## src/logic/phase_offset_pkg.sv

```systemverilog
// Constants and types for the output phase offset block
package phase_offset_pkg;
  localparam logic [11:0] shift_low_addr = 12'h000;
  localparam logic [11:0] shift_high_addr = 12'h004;
  localparam logic [11:0] trim_addr = 12'h008;
  localparam logic [11:0] control_addr = 12'h00C;
  localparam logic [11:0] applied_addr = 12'h010;
  localparam logic [7:0] shift_reset = 8'h00;
  localparam logic [7:0] trim_reset = 8'h00;
  localparam logic [5:0] trim_mask = 6'h3F;
  localparam int ctl_ramp_off_bit = 0;
  localparam int ctl_realign_en_bit = 1;
  localparam logic [15:0] ramp_step = 16'h0001;
  localparam logic [15:0] invert_count = 16'h0400;

  typedef struct packed {
    logic [7:0] shift_low;
    logic [7:0] shift_high;
    logic [5:0] trim;
    logic ramp_off;
    logic realign_en;
    logic [15:0] applied;
    logic [31:0] prdata;
    logic pready;
    logic realign_pulse;
    logic [5:0] realign_trim;
  } state_s;
endpackage

```

## src/logic/dpll_output_phase_offset.sv

```systemverilog
// Output phase offset registers and ramp for the DPLL output clock
`timescale 1ns/1ps
module dpll_output_phase_offset
  import phase_offset_pkg::*;
(
  input wire logic pclk,
  input wire logic presetn,
  input wire logic psel,
  input wire logic penable,
  input wire logic pwrite,
  input wire logic [11:0] paddr,
  input wire logic [31:0] pwdata,
  input wire logic [3:0] pstrb,
  output logic [31:0] prdata,
  output logic pready,
  output logic pslverr,
  input wire logic locked,
  input wire logic realign_event,
  output logic [15:0] applied_offset,
  output logic realign_active,
  output logic realign_pulse,
  output logic [5:0] realign_trim
);
  state_s s_q;
  state_s s_d;
  logic lock_m;
  logic lock_s;
  logic ev_m;
  logic ev_s;
  logic ev_prev;
  logic [15:0] target;
  logic setup;
  logic wr;

  always_ff @(posedge pclk or negedge presetn) begin
    if (!presetn) begin
      lock_m <= 1'b0;
      lock_s <= 1'b0;
      ev_m <= 1'b0;
      ev_s <= 1'b0;
      ev_prev <= 1'b0;
    end else begin
      lock_m <= locked;
      lock_s <= lock_m;
      ev_m <= realign_event;
      ev_s <= ev_m;
      ev_prev <= ev_s;
    end
  end

  // Upper byte carries sign of offset word
  assign target = {s_q.shift_high, s_q.shift_low};
  assign setup = psel && !penable;
  assign wr = psel && penable && pwrite && s_q.pready;

  always_comb begin
    s_d = s_q;
    s_d.pready = setup;
    s_d.realign_pulse = 1'b0;
    if (setup) begin
      case (paddr)
        shift_low_addr: s_d.prdata = {24'h000000, s_q.shift_low};
        shift_high_addr: s_d.prdata = {24'h000000, s_q.shift_high};
        trim_addr: s_d.prdata = {26'h0000000, s_q.trim};
        control_addr: s_d.prdata = {30'h00000000, s_q.realign_en, s_q.ramp_off};
        applied_addr: s_d.prdata = {16'h0000, s_q.applied};
        default: s_d.prdata = 32'h00000000;
      endcase
    end
    if (wr && pstrb[0]) begin
      case (paddr)
        shift_low_addr: s_d.shift_low = pwdata[7:0];
        shift_high_addr: s_d.shift_high = pwdata[7:0];
        trim_addr: s_d.trim = pwdata[5:0] & trim_mask;
        control_addr: begin
          s_d.ramp_off = pwdata[ctl_ramp_off_bit];
          s_d.realign_en = pwdata[ctl_realign_en_bit];
        end
        default: begin
        end
      endcase
    end
    // Realign active: offset word has no effect
    if (!s_q.realign_en) begin
      if (s_q.ramp_off || !lock_s) begin
        s_d.applied = target;
      end else if (s_q.applied != target) begin
        // One count per cycle toward target
        if ($signed(target) > $signed(s_q.applied)) begin
          s_d.applied = s_q.applied + ramp_step;
        end else begin
          s_d.applied = s_q.applied - ramp_step;
        end
      end
    end
    // Trim handed to realign logic on each rising event edge while realign is enabled
    if (ev_s && !ev_prev && s_q.realign_en) begin
      s_d.realign_pulse = 1'b1;
      s_d.realign_trim = s_q.trim;
    end
  end

  always_ff @(posedge pclk or negedge presetn) begin
    if (!presetn) begin
      s_q <= '{shift_low: shift_reset, shift_high: shift_reset, trim: trim_reset[5:0],
               ramp_off: 1'b0, realign_en: 1'b0, applied: 16'h0000,
               prdata: 32'h00000000, pready: 1'b0, realign_pulse: 1'b0,
               realign_trim: 6'h00};
    end else begin
      s_q <= s_d;
    end
  end

  // Time per count follows DPLL output period, no correction here
  assign prdata = s_q.prdata;
  assign pready = s_q.pready;
  assign pslverr = 1'b0;
  assign applied_offset = s_q.applied;
  assign realign_active = s_q.realign_en;
  assign realign_pulse = s_q.realign_pulse;
  assign realign_trim = s_q.realign_trim;

  ramp_step_a: assert property (@(posedge pclk) disable iff (!presetn)
    (lock_s && !s_q.ramp_off && !s_q.realign_en) |=>
    (s_q.applied - $past(s_q.applied) inside {16'h0000, 16'h0001, 16'hFFFF}))
    else $error("ramp moved more than one count");
  ramp_off_a: assert property (@(posedge pclk) disable iff (!presetn)
    (s_q.ramp_off && !s_q.realign_en) |=> (s_q.applied == $past(target)))
    else $error("direct update missed");
  realign_hold_a: assert property (@(posedge pclk) disable iff (!presetn)
    s_q.realign_en |=> $stable(s_q.applied))
    else $error("offset changed while realign enabled");
  trim_bits_a: assert property (@(posedge pclk) disable iff (!presetn)
    (s_q.pready && paddr == trim_addr) |-> (prdata[31:6] == 26'h0))
    else $error("trim high bits nonzero");
  trim_pass_a: assert property (@(posedge pclk) disable iff (!presetn)
    realign_pulse |-> (realign_trim == s_q.trim || $past(wr)))
    else $error("trim not passed on event");
  high_byte_a: assert property (@(posedge pclk) disable iff (!presetn)
    (wr && pstrb[0] && paddr == shift_high_addr) |=> (s_q.shift_high == $past(pwdata[7:0])))
    else $error("high byte write lost");
  // Outside lock, with realign disabled, the offset is taken at once
  unlocked_direct_a: assert property (@(posedge pclk) disable iff (!presetn)
    (!lock_s && !s_q.realign_en) |=> (s_q.applied == $past(target)))
    else $error("unlocked offset not applied directly");
  // Ramp moves toward the target, never away
  ramp_up_a: assert property (@(posedge pclk) disable iff (!presetn)
    (lock_s && !s_q.ramp_off && !s_q.realign_en && ($signed(target) > $signed(s_q.applied)))
    |=> (s_q.applied == $past(s_q.applied) + ramp_step))
    else $error("ramp did not step up");
  ramp_down_a: assert property (@(posedge pclk) disable iff (!presetn)
    (lock_s && !s_q.ramp_off && !s_q.realign_en && ($signed(target) < $signed(s_q.applied)))
    |=> (s_q.applied == $past(s_q.applied) - ramp_step))
    else $error("ramp did not step down");
  // Pulse only follows an event with realign enabled
  pulse_gate_a: assert property (@(posedge pclk) disable iff (!presetn)
    realign_pulse |-> $past(s_q.realign_en))
    else $error("realign pulse without enable");
  trim_store_a: assert property (@(posedge pclk) disable iff (!presetn)
    (wr && pstrb[0] && paddr == trim_addr) |=> (s_q.trim == $past(pwdata[5:0])))
    else $error("trim write lost");
  high_read_a: assert property (@(posedge pclk) disable iff (!presetn)
    (s_q.pready && paddr == shift_high_addr) |-> (prdata == {24'h000000, s_q.shift_high}))
    else $error("high byte read wrong");
endmodule

```

## config.mk

```make
export PLATFORM = sky130hd
export DESIGN_NAME = dpll_output_phase_offset
export DESIGN_NICKNAME = d
export VERILOG_FILES = /design/src/logic/phase_offset_pkg.sv /design/src/logic/dpll_output_phase_offset.sv
export SDC_FILE = /design/constraint.sdc
export NUM_CORES = 1
export LEC_CHECK = 0
export BUFFER_PORTS_ARGS = -buffer_cell sky130_fd_sc_hd__buf_2
export CORE_ASPECT_RATIO = 1.5
export CORE_UTILIZATION = 54
export DETAILED_ROUTE_END_ITERATION = 10
export PLACE_DENSITY = 0.83
export SYNTH_ARGS = -nofsm -noshare
export SYNTH_HDL_FRONTEND = slang
export SYNTH_SLANG_ARGS = --single-unit
```

## constraint.sdc

```tcl
create_clock -name pclk -period 4.8 [get_ports pclk]
set_input_delay 0.48 -clock pclk [delete_from_list [all_inputs] [get_ports pclk]]
set_output_delay 0.48 -clock pclk [all_outputs]
set_load 0.05 [all_outputs]
```

Word level (Yosys, flattened, before mapping). Cells that the tools add are included.

Register bits: 85. Bits in latches: 0. RAM bits: 0. ROM bits: 0. Input port bits: 55. Output and inout bits: 58. Memories kept: 0.

Add/sub/neg operators: 2. $mul: 0. Div/mod/pow operators: 0. Magnitude comparators: 1. Equality and inequality tests: 5. Shift operators: 0. Multiplexer cells: 5. Bitwise operators: 1. Reduce and logical (&&, ||, !) cells: 18.

Operators with widths (count): case mux 16 bit (5 select lines) (1); two-way mux 16 bit (3); equality test 12 x 4 -> 1 bit (second input constant) (2); adder 16 x 1 -> 16 bit (second input constant) (1); > comparator 16 bit (1); inequality test 16 bit (1); subtractor 16 x 1 -> 16 bit (second input constant) (1); equality test 12 x 3 -> 1 bit (second input constant) (1); equality test 12 x 5 -> 1 bit (second input constant) (1); logical NOT 12 bit (1); AND reduction 2 bit (5); logical AND 1 bit (7); two-way mux 7 bit (1); logical NOT 1 bit (3); nonzero test 2 bit (1); logical OR 1 bit (1); NOT 1 bit (1).

Depth between registers and ports, before layout. Gate-level depths: netlist of run 1.

Word-level depth: 5. Depth in mapped cells: 17. Gate-level depth less buffers: 17.

Worst setup path before layout of run 1. Ideal clock, no wire load.

Path type: register to register. Start: register s_q, in the netlist applied_offset[1]. End: register s_q, in the netlist applied_offset[15]. Data arrival time: 3.757 ns. Required time: 4.721 ns. Slack: 0.963 ns. Cell stages (with the launch flop): 16. Buffers on the path: 0. Clock period less this slack: 3.837 ns. Cells stage by stage: dfrtp_1 inv_1 ha_1 nor2b_1 o211ai_1 a2111o_1 and4b_1 or2_0 or2_1 ha_1 a2111oi_0 o31a_1 o2111a_1 nor3_1 o21ai_1 mux2i_1.

Longest elaborated chain between the ends: 4. Elaborated cells between the ends (all ways): 9. Those cells by class: add/sub (2); order compare (1); eq/ne (1); mux (3); reduce/logical (2).

RTL lines: start: declaration (RTL line dpll_output_phase_offset.sv:24) `state_s s_q;`; start signal: assignment (RTL line dpll_output_phase_offset.sv:105) `s_q <= '{shift_low: shift_reset, shift_high: shift_reset, trim: trim_reset[5:0],`; subtractor 16 x 1 -> 16 bit (tied with other cells) (RTL line dpll_output_phase_offset.sv:92) `s_d.applied = s_q.applied - ramp_step;`; two-way mux 16 bit (RTL line dpll_output_phase_offset.sv:89) `if ($signed(target) > $signed(s_q.applied)) begin`; two-way mux 16 bit (RTL line dpll_output_phase_offset.sv:87) `end else if (s_q.applied != target) begin`; two-way mux 16 bit (RTL line dpll_output_phase_offset.sv:85) `if (s_q.ramp_off || !lock_s) begin`.

Several ways; a longest one is shown, not always the timed one. The select of a mux whose other input is x is not followed. A chain may end at the register's enable or synchronous reset.

Final worst setup path of run 1. Ends and elaborated chain as after synthesis.

==> results of run 1 <==
[power by group through the flow]
stage / clock (mW) / combinational (mW) / sequential, mW
after floorplan: 0 / 1.21 / 0.706
after global placement: 0 / 1.43 / 0.729
after detailed placement: 0 / 1.47 / 0.730
after CTS: 0.722 / 1.49 / 0.721
after global routing: 0.748 / 1.66 / 0.727
final: 0.714 / 1.49 / 0.721
[worst max-delay path, stage by stage (launching register included)]
cell	delay [ns]
dfrtp_1	0.41
inv_1	0.12
ha_1	0.31
nor2b_1	0.17
o211ai_1	0.12
a2111o_1	0.42
and4b_1	0.21
or2_0	0.22
or2_1	0.46
ha_1	0.44
a2111oi_0	0.64
o31a_1	0.25
o2111a_1	0.26
nor3_1	0.06
o21ai_1	0.21
mux2i_1	0.22
[registers in the layout (all words and copies together), names as in the netlist]
register,count
s_q,23
applied_offset,16
prdata,16
realign_trim,6
ev_m,1
ev_prev,1
ev_s,1
lock_m,1
lock_s,1
pready,1
realign_active,1
realign_pulse,1
[routing by layer]
metal  global-route usage (%)  wire length, um  vias to the layer above
met3                    4.542              577                       43
met2                    46.43             5700                      157
met5                        0                0                        -
li1                         -                -                     1698
met1                    28.45             4034                     1726
met4                    15.90              510                        0
[final cells by class]
cell class / count / area, um2 / area share, %
Clock buffer: 10 / 239.0 / 4.804
Clock inverter: 5 / 83.83 / 1.685
Inverter: 27 / 101.3 / 2.037
Multi-Input combinational cell: 331 / 2300 / 46.23
Sequential cell: 69 / 1727 / 34.71
Tap cell: 105 / 131.4 / 2.641
Timing Repair Buffer: 75 / 392.9 / 7.897
[cell families (layout without fill, tap and decap cells)]
| kind of cell | count (synthesis) | in the layout |
|---|---|---|
| compound gates | 109 | 109 |
| xor+xnor | 6 | 6 |
| fa+ha+maj | 33 | 33 |
| buf+inv | 94 | 117 |
| flops | 69 | 69 |
| mux | 30 | 30 |
| other cells | 1 | 17 |
| simple gates | 136 | 136 |
[cells in the final DEF (no fill, tap or decap), types with 3 or more instances in the layout]
cell / netlist / layout
o31ai_1: 4 / 4
and2_1: 6 / 6
nand2b_1: 3 / 3
a21o_1: 7 / 7
xnor2_1: 3 / 3
buf_2: 4 / 68
nor2b_1: 4 / 4
inv_1: 27 / 27
a31oi_1: 8 / 8
a22o_1: 4 / 4
clkbuf_16: 0 / 9
nand4_1: 6 / 6
mux2i_1: 4 / 4
nor2_1: 17 / 17
nand2_1: 68 / 68
conb_1: 1 / 17
o21ai_0: 25 / 25
a221oi_1: 4 / 4
a21oi_1: 22 / 22
dfrtp_1: 69 / 69
nor3_1: 8 / 8
ha_1: 32 / 32
a22oi_1: 5 / 5
buf_4: 57 / 7
mux2_1: 22 / 22
xor2_1: 3 / 3
o21a_1: 3 / 3
a211oi_1: 9 / 9
nand3_1: 5 / 5
o211ai_1: 4 / 4
o21ai_1: 3 / 3
[stage by stage]
stage	total power [mW]	std cells	hold slack, ns
after global placement	2.155	607	0.3327
after CTS	2.928	622	0.2459
after floorplan	1.912	494	0.1844
after detailed placement	2.204	607	0.3379
final	2.929	622	0.2521
after global routing	3.131	622	0.2472
[worst max path at each step]
stage                      start                 end  slack (ns)
2_1_floorplan  applied_offset[1]  applied_offset[15]        0.96
3_3_place_gp   applied_offset[1]  applied_offset[15]        0.43
3_5_place_dp   applied_offset[1]  applied_offset[15]        0.27
4_1_cts        applied_offset[1]  applied_offset[15]        0.26
5_1_grt        applied_offset[1]  applied_offset[15]        0.02
6_report       applied_offset[1]  applied_offset[15]        0.19
==> results.md, run 1 <==
- Outcome: finished clean
- Primary FF master, synth: dfrtp_1
- Worst-Skew Late Latency: about 0.33 ns
- Core footprint: about 8100 um2
- Fin crit period: between 4 and 5 ns
- Place WS: between 0.2 and 0.3 ns
- #FFs+latches synth: about 70
- Combinational family with the most area after synthesis: compound AO/OA/AOI/OAI gates
- Reg2reg end: applied_offset[15]
- Maximum clock insertion buffer count: 2
- Post_cts resized: 0
- Mux contribution to synthesized area: slightly below 8%
- CTS buffer count: 9
- Vias in the first global route: 3563
- Max-slew violations: 0
- Top cells by count, synth: dfrtp_1, nand2_1, buf_4
- Worst Path Required: 5.05 ns
- Adder-Cell Fraction of Synth Area: under 10%
- Simple-gate share of the synthesized area: roughly 15%
- Reg2Reg Depth: 15
- Synth warn: 0
- Synth Cell Area: 4538 um2
- Post-Route WL: 10820 um
- EDFF count, synth: 0
- GRT Util Overall: 25.97%
- TritonCTS clock tree: yes
- Dpl cell area: between 4000 and 5000 um2
- Placer Congestion: between 0.8 and 0.9
- IO buf count: around 70
- Fill cells: about 670
- Slew margin rel.: 29.53%
- Avg Inst Size Synth: around 9.5 um2
- First-pass DRT Iterations: 5
- PD cells: 588.8 nW/um2
- CP max FO: 14
- Element type at the critical path end: flip-flop
- Synth async-reset ratio: 100.0%
- Most common cell in the synthesized netlist: dfrtp_1
- Part of the power in registers: roughly a quarter
- Clock Root Buffer: clkbuf_16
- IO Count: around 110
- Compound-gate portion of the synthesized area: ~16%
- Area Overhead vs Synth: 9.622%
- Vias/cell: 5.826
- Sequential area share after synthesis: 38.05%
- Tightest Hold Check Type: in -> reg
- Final non-filler cell area: around 5000 um2
- Area contributors post-synth: dfrtp_1, buf_4, ha_1
- Share of layout cells above drive strength 1: between 10% and 20%
- Initial Util: between 50 and 60%
- RSZ-0062 raised after global routing: false
- Antenna Nets Post-Route: 0
- Worst hold start: realign_event
- F_max: about 0.22 GHz
- Yosys top cell area share: a little under two fifths
- Antenna Cells: 0
- Finished Core Util: about three fifths
- Wirelength per Cell: approximately 17 um
- Synth unique cells: 58
- Clock Power Share: around 24%
- Post-synth top area cell: dfrtp_1
- R2R setup slack: approximately 0.19 ns
- Lkg Pwr: about 2.5 nW
- Xor/xnor share of the synthesized area: approximately 1.2%
- Cell Rows: 40
- # setup viols final: 0
- Post-CTS Setup Bufs: 0
- Placed wire-length estimate: between 8000 and 9000 um
- Crit Path Category: reg -> reg
- Hold Path End: ev_m
- Critical R2R Launch: applied_offset[1]
- Worst Hold Depth: 1
- Final global-route overflow total: 0
- Sink Count: 69
- Critical Path AT: approximately 4.9 ns
- Clock skew: roughly 0.005 ns
- First-pass GRT wire length: around 17000 um
- Sw Ratio: between 40% and 50%
- Final Hold Fails: 0
- Logic pwr share: 51.0%
- Internal power: 1.659 mW
- Full die area: roughly 8800 um2
- Hold buffer count at CTS: 0
- Reg clk slew, reported paths: around 0.060 ns
- Peak VDD IR: roughly 0.30 mV
- Worst-margin pin slew: 1.051 ns
- Synthesized instance count: around 480
- Sw power: 1.270 mW
- DIE WIDTH: 76.85 um
- Drt drc: 0
- Worst setup margin: between 0.15 and 0.2 ns
- Nets: approximately 600
- H-Tree Depth: 3
- Period utilisation layout: 96.08%
- 1st-iter DRT viols: between 200 and 300
- Initial antenna violation count: 0
- Setup TNS: 0 ns
- Die H: 114.3 um
- Max Cap Viol: 0
- Crit start category: flip-flop
- Vias: 3624
- Largest net degree at the start of global routing: 70
(Power assumes the default switching activity.)
==> run 2: changes to the inputs <==
Settings changed: ABC_AREA from default to 1, CORE_ASPECT_RATIO 1.5 to default, CORE_UTILIZATION 54 to 55, PLACE_DENSITY 0.83 to 0.84.
==> results.md, run 2 <==
- Dpl cell area: 4770 um2 (+2.5%)
- 1st-iter DRT viols: 302 (+17%)
- Final global-route overflow total: 0 (unchanged)
- Final Hold Fails: 0 (unchanged)
- Primary FF master, synth: dfrtp_1
- Worst-margin pin slew: 1.085 ns (+0.03398 ns)
- Clock Root Buffer: clkbuf_8
- Hold buffer count at CTS: 0 (unchanged)
- Share of layout cells above drive strength 1: 20.09% (+0.17 points)
- Sink Count: 69 (unchanged)
- Tightest Hold Check Type: in -> reg
- Synth async-reset ratio: 100.0% (unchanged)
- Vias/cell: 5.472 (-6.1%)
- EDFF count, synth: 0 (unchanged)
- Fin crit period: 3.626 ns (-0.9859 ns)
- Full die area: 8913 um2 (+1.5%)
- Element type at the critical path end: flip-flop
- Initial Util: 56.88% (+0.56 points)
- Antenna Nets Post-Route: 0 (unchanged)
- # setup viols final: 0 (unchanged)
- Met2 Use GR: 43.18% (-3.3 points)
- Period utilisation layout: 75.54% (-21 points)
- #FFs+latches synth: 69 (unchanged)
- Cell Rows: 33 (-18%)
- Slew margin rel.: 27.64% (-1.9 points)
- Crit Path Category: reg -> reg
- Maximum clock insertion buffer count: 2 (unchanged)
- Worst-Skew Late Latency: 0.36 ns (+0.03 ns)
- RSZ-0062 raised after global routing: false
- GRT busiest layer: met2
- First-pass DRT Iterations: 5 (unchanged)
- CTS buffer count: 9 (unchanged)
- Worst setup margin: 1.174 ns (+0.9859 ns)
- Area Overhead vs Synth: 5.914%
- Peak VDD IR: 0.1884 mV (-38%)
- Reg2Reg Depth: 19 (+4)
- R2R setup slack: 1.17 ns (+0.99 ns)
- Placed Cells: 721 (+19%)
- Die H: 94.41 um (-17%)
- Grt met1 use: 33.28% (+4.8 points)
- Drt drc: 0 (unchanged)
- Placed wire-length estimate: 8414 um (+4.5%)
- Met3 usage: 6.119% (+1.6 points)
- Antenna Cells: 0 (unchanged)
- Synthesized instance count: 596 (+25%)
- Sequential area share after synthesis: 36.76% (-1.3 points)
- Worst path most repeated cell: nand2_1
- TritonCTS clock tree: yes
- Wirelength per Cell: 15.12 um (-13%)
- Critical path startpoint: applied_offset[15]
- CP max stage cell: dfrtp_1
- Area contributors post-synth: dfrtp_1, nand2_1, buf_4
- Setup TNS: 0 ns (unchanged)
- First-pass GRT wire length: 17880 um (+2.6%)
- Reg clk slew, reported paths: 0.08 ns (+0.02 ns)
- CP max FO: 19 (+5)
- Vias in the first global route: 3803 (+6.7%)
- Post-Route WL: 11140 um (+3.0%)
- Synth Cell Area: 4697 um2 (+3.5%)
- Vias: 4033 (+11%)
- IO Count: 113 (unchanged)
- Critical Path AT: 3.92 ns (-0.95 ns)
- Largest stage delay, worst path: 0.47 ns (-0.17 ns)
- Avg Inst Size Synth: 7.881 um2 (-17%)
- Crit start category: flip-flop
- Critical R2R Launch: applied_offset[15]
- Lkg Pwr: 2.611 nW (+2.9%)
- Most common cell in the synthesized netlist: nand2_1
- Largest net degree at the start of global routing: 70 (unchanged)
- Max-slew violations: 0 (unchanged)
- Initial antenna violation count: 0 (unchanged)
- Final non-filler cell area: 4975 um2 (unchanged)
- Max reg flops: 23 (unchanged)
- Top cells by count, synth: nand2_1, inv_1, dfrtp_1
- Synth unique cells: 44 (-24%)
- Post-CTS Setup Bufs: 0 (unchanged)
- Synth warn: 0 (unchanged)
- Reg2reg end: applied_offset[10]
- PD cells: 471.6 nW/um2 (-20%)
- Clock skew: 0.01268 ns (+0.007745 ns)
- Post-synth top area cell: dfrtp_1
- Placer Congestion: 0.9074 (+2.1%)
- Max Cap Viol: 0 (unchanged)
- Outcome: finished clean
- Place WS: 1.243 ns (+0.9681 ns)
- Post_cts resized: 0 (unchanged)
- H-Tree Depth: 3 (unchanged)
- Most common cell after layout, fill and taps aside: nand2_1
- Final non-filler cell total: 737 (+18%)
- Nets: 715 (+19%)
- Top reg by flops: s_q
- Critical Path End: applied_offset[10]
- Commonest non-fill, non-tap cells in the layout: nand2_1, inv_1, dfrtp_1
- DIE WIDTH: 94.41 um (+23%)
- IO buf count: 68 (unchanged)
- Worst Path Required: 5.10 ns (+0.05 ns)
- Crit-path cells: inv_1, ha_1, nand2_2, nor2_4, nand2_2, nor3_1, nor2_4, nand2_4, inv_1, fa_1, nand3b_1, nand2_1, a21boi_1, o21ai_1, a21oi_1, or2_1, nand3_1, nand2_1, nand2_1
- F_max: 0.2758 GHz (+27%)
- Core footprint: 8258 um2 (+2.5%)
- GRT Util Overall: 26.37% (+0.40 points)
- Yosys top cell area share: 36.76% (-1.3 points)
run 2: cell types whose count changed after synthesis, moves of 8 or more:
cell,delta
a211oi_1,-8
a21oi_1,+13
inv_1,+45
mux2_1,-22
nand2_1,+68
nand3_1,+25
o21ai_1,+16
o21ai_2,+16
run 2: critical path, delay by kind of cell, from the launching register on:
kind,cells,cell delay (ns)
compound gates,3,0.43
fa+ha+maj,2,0.78
buf+inv,2,0.24
flops,1,0.47
simple gates,12,1.65
run 2: through the flow:
step	hold slack, ns	power [mW]	utilization (%)
floorplan	0.1844	1.657	-
finish	0.2192	2.346	60.24
CTS	0.2090	2.341	60.24
detailed placement	0.3395	1.838	57.76
global route	0.2080	2.511	60.24
global placement	0.3340	1.805	57.76
run 2: logic make-up (layout without fill, tap and decap cells):
group                    after synthesis  count (layout)  synth area share, %
AND/OR/NAND/NOR                      219             219                20.86
adder cells (fa/ha/maj)               33              33                8.950
XOR/XNOR                               3               3               0.5595
other                                  1              17              0.07984
AO/OA/AOI/OAI                        129             129                16.70
buffers and inverters                142             162                16.09
flip-flops                            69              69                36.76
run 2: worst min-delay path by stage:
stage / cells past startpoint / from / end / slack [ns]
2_1_floorplan: 0 / presetn / applied_offset[0] / 0.18
3_3_place_gp: 0 / lock_m / lock_s / 0.33
3_5_place_dp: 0 / ev_m / ev_s / 0.34
4_1_cts: 1 / realign_event / ev_m / 0.21
5_1_grt: 1 / realign_event / ev_m / 0.21
6_report: 1 / locked / lock_m / 0.22
run 2: layout make-up:
cell class,count,area [um2]
Inverter,77,289.0
Multi-Input combinational cell,401,2275
Clock inverter,7,81.33
Tap cell,105,131.4
Fill cell,737,3283
Clock buffer,9,123.9
Sequential cell,69,1727
Timing Repair Buffer,69,347.8
run 2: per-layer routing:
metal / wire, um / vias up
met5: 0 / -
met3: 784 / 42
met2: 5357 / 173
li1: - / 1960
met1: 4630 / 1858
met4: 370 / 0
run 2: report_power, final:
group / switching (mW) / internal, mW / total [mW]
Combinational: 0.795 / 0.361 / 1.16
Sequential: 0.0581 / 0.631 / 0.690
Clock: 0.254 / 0.247 / 0.501
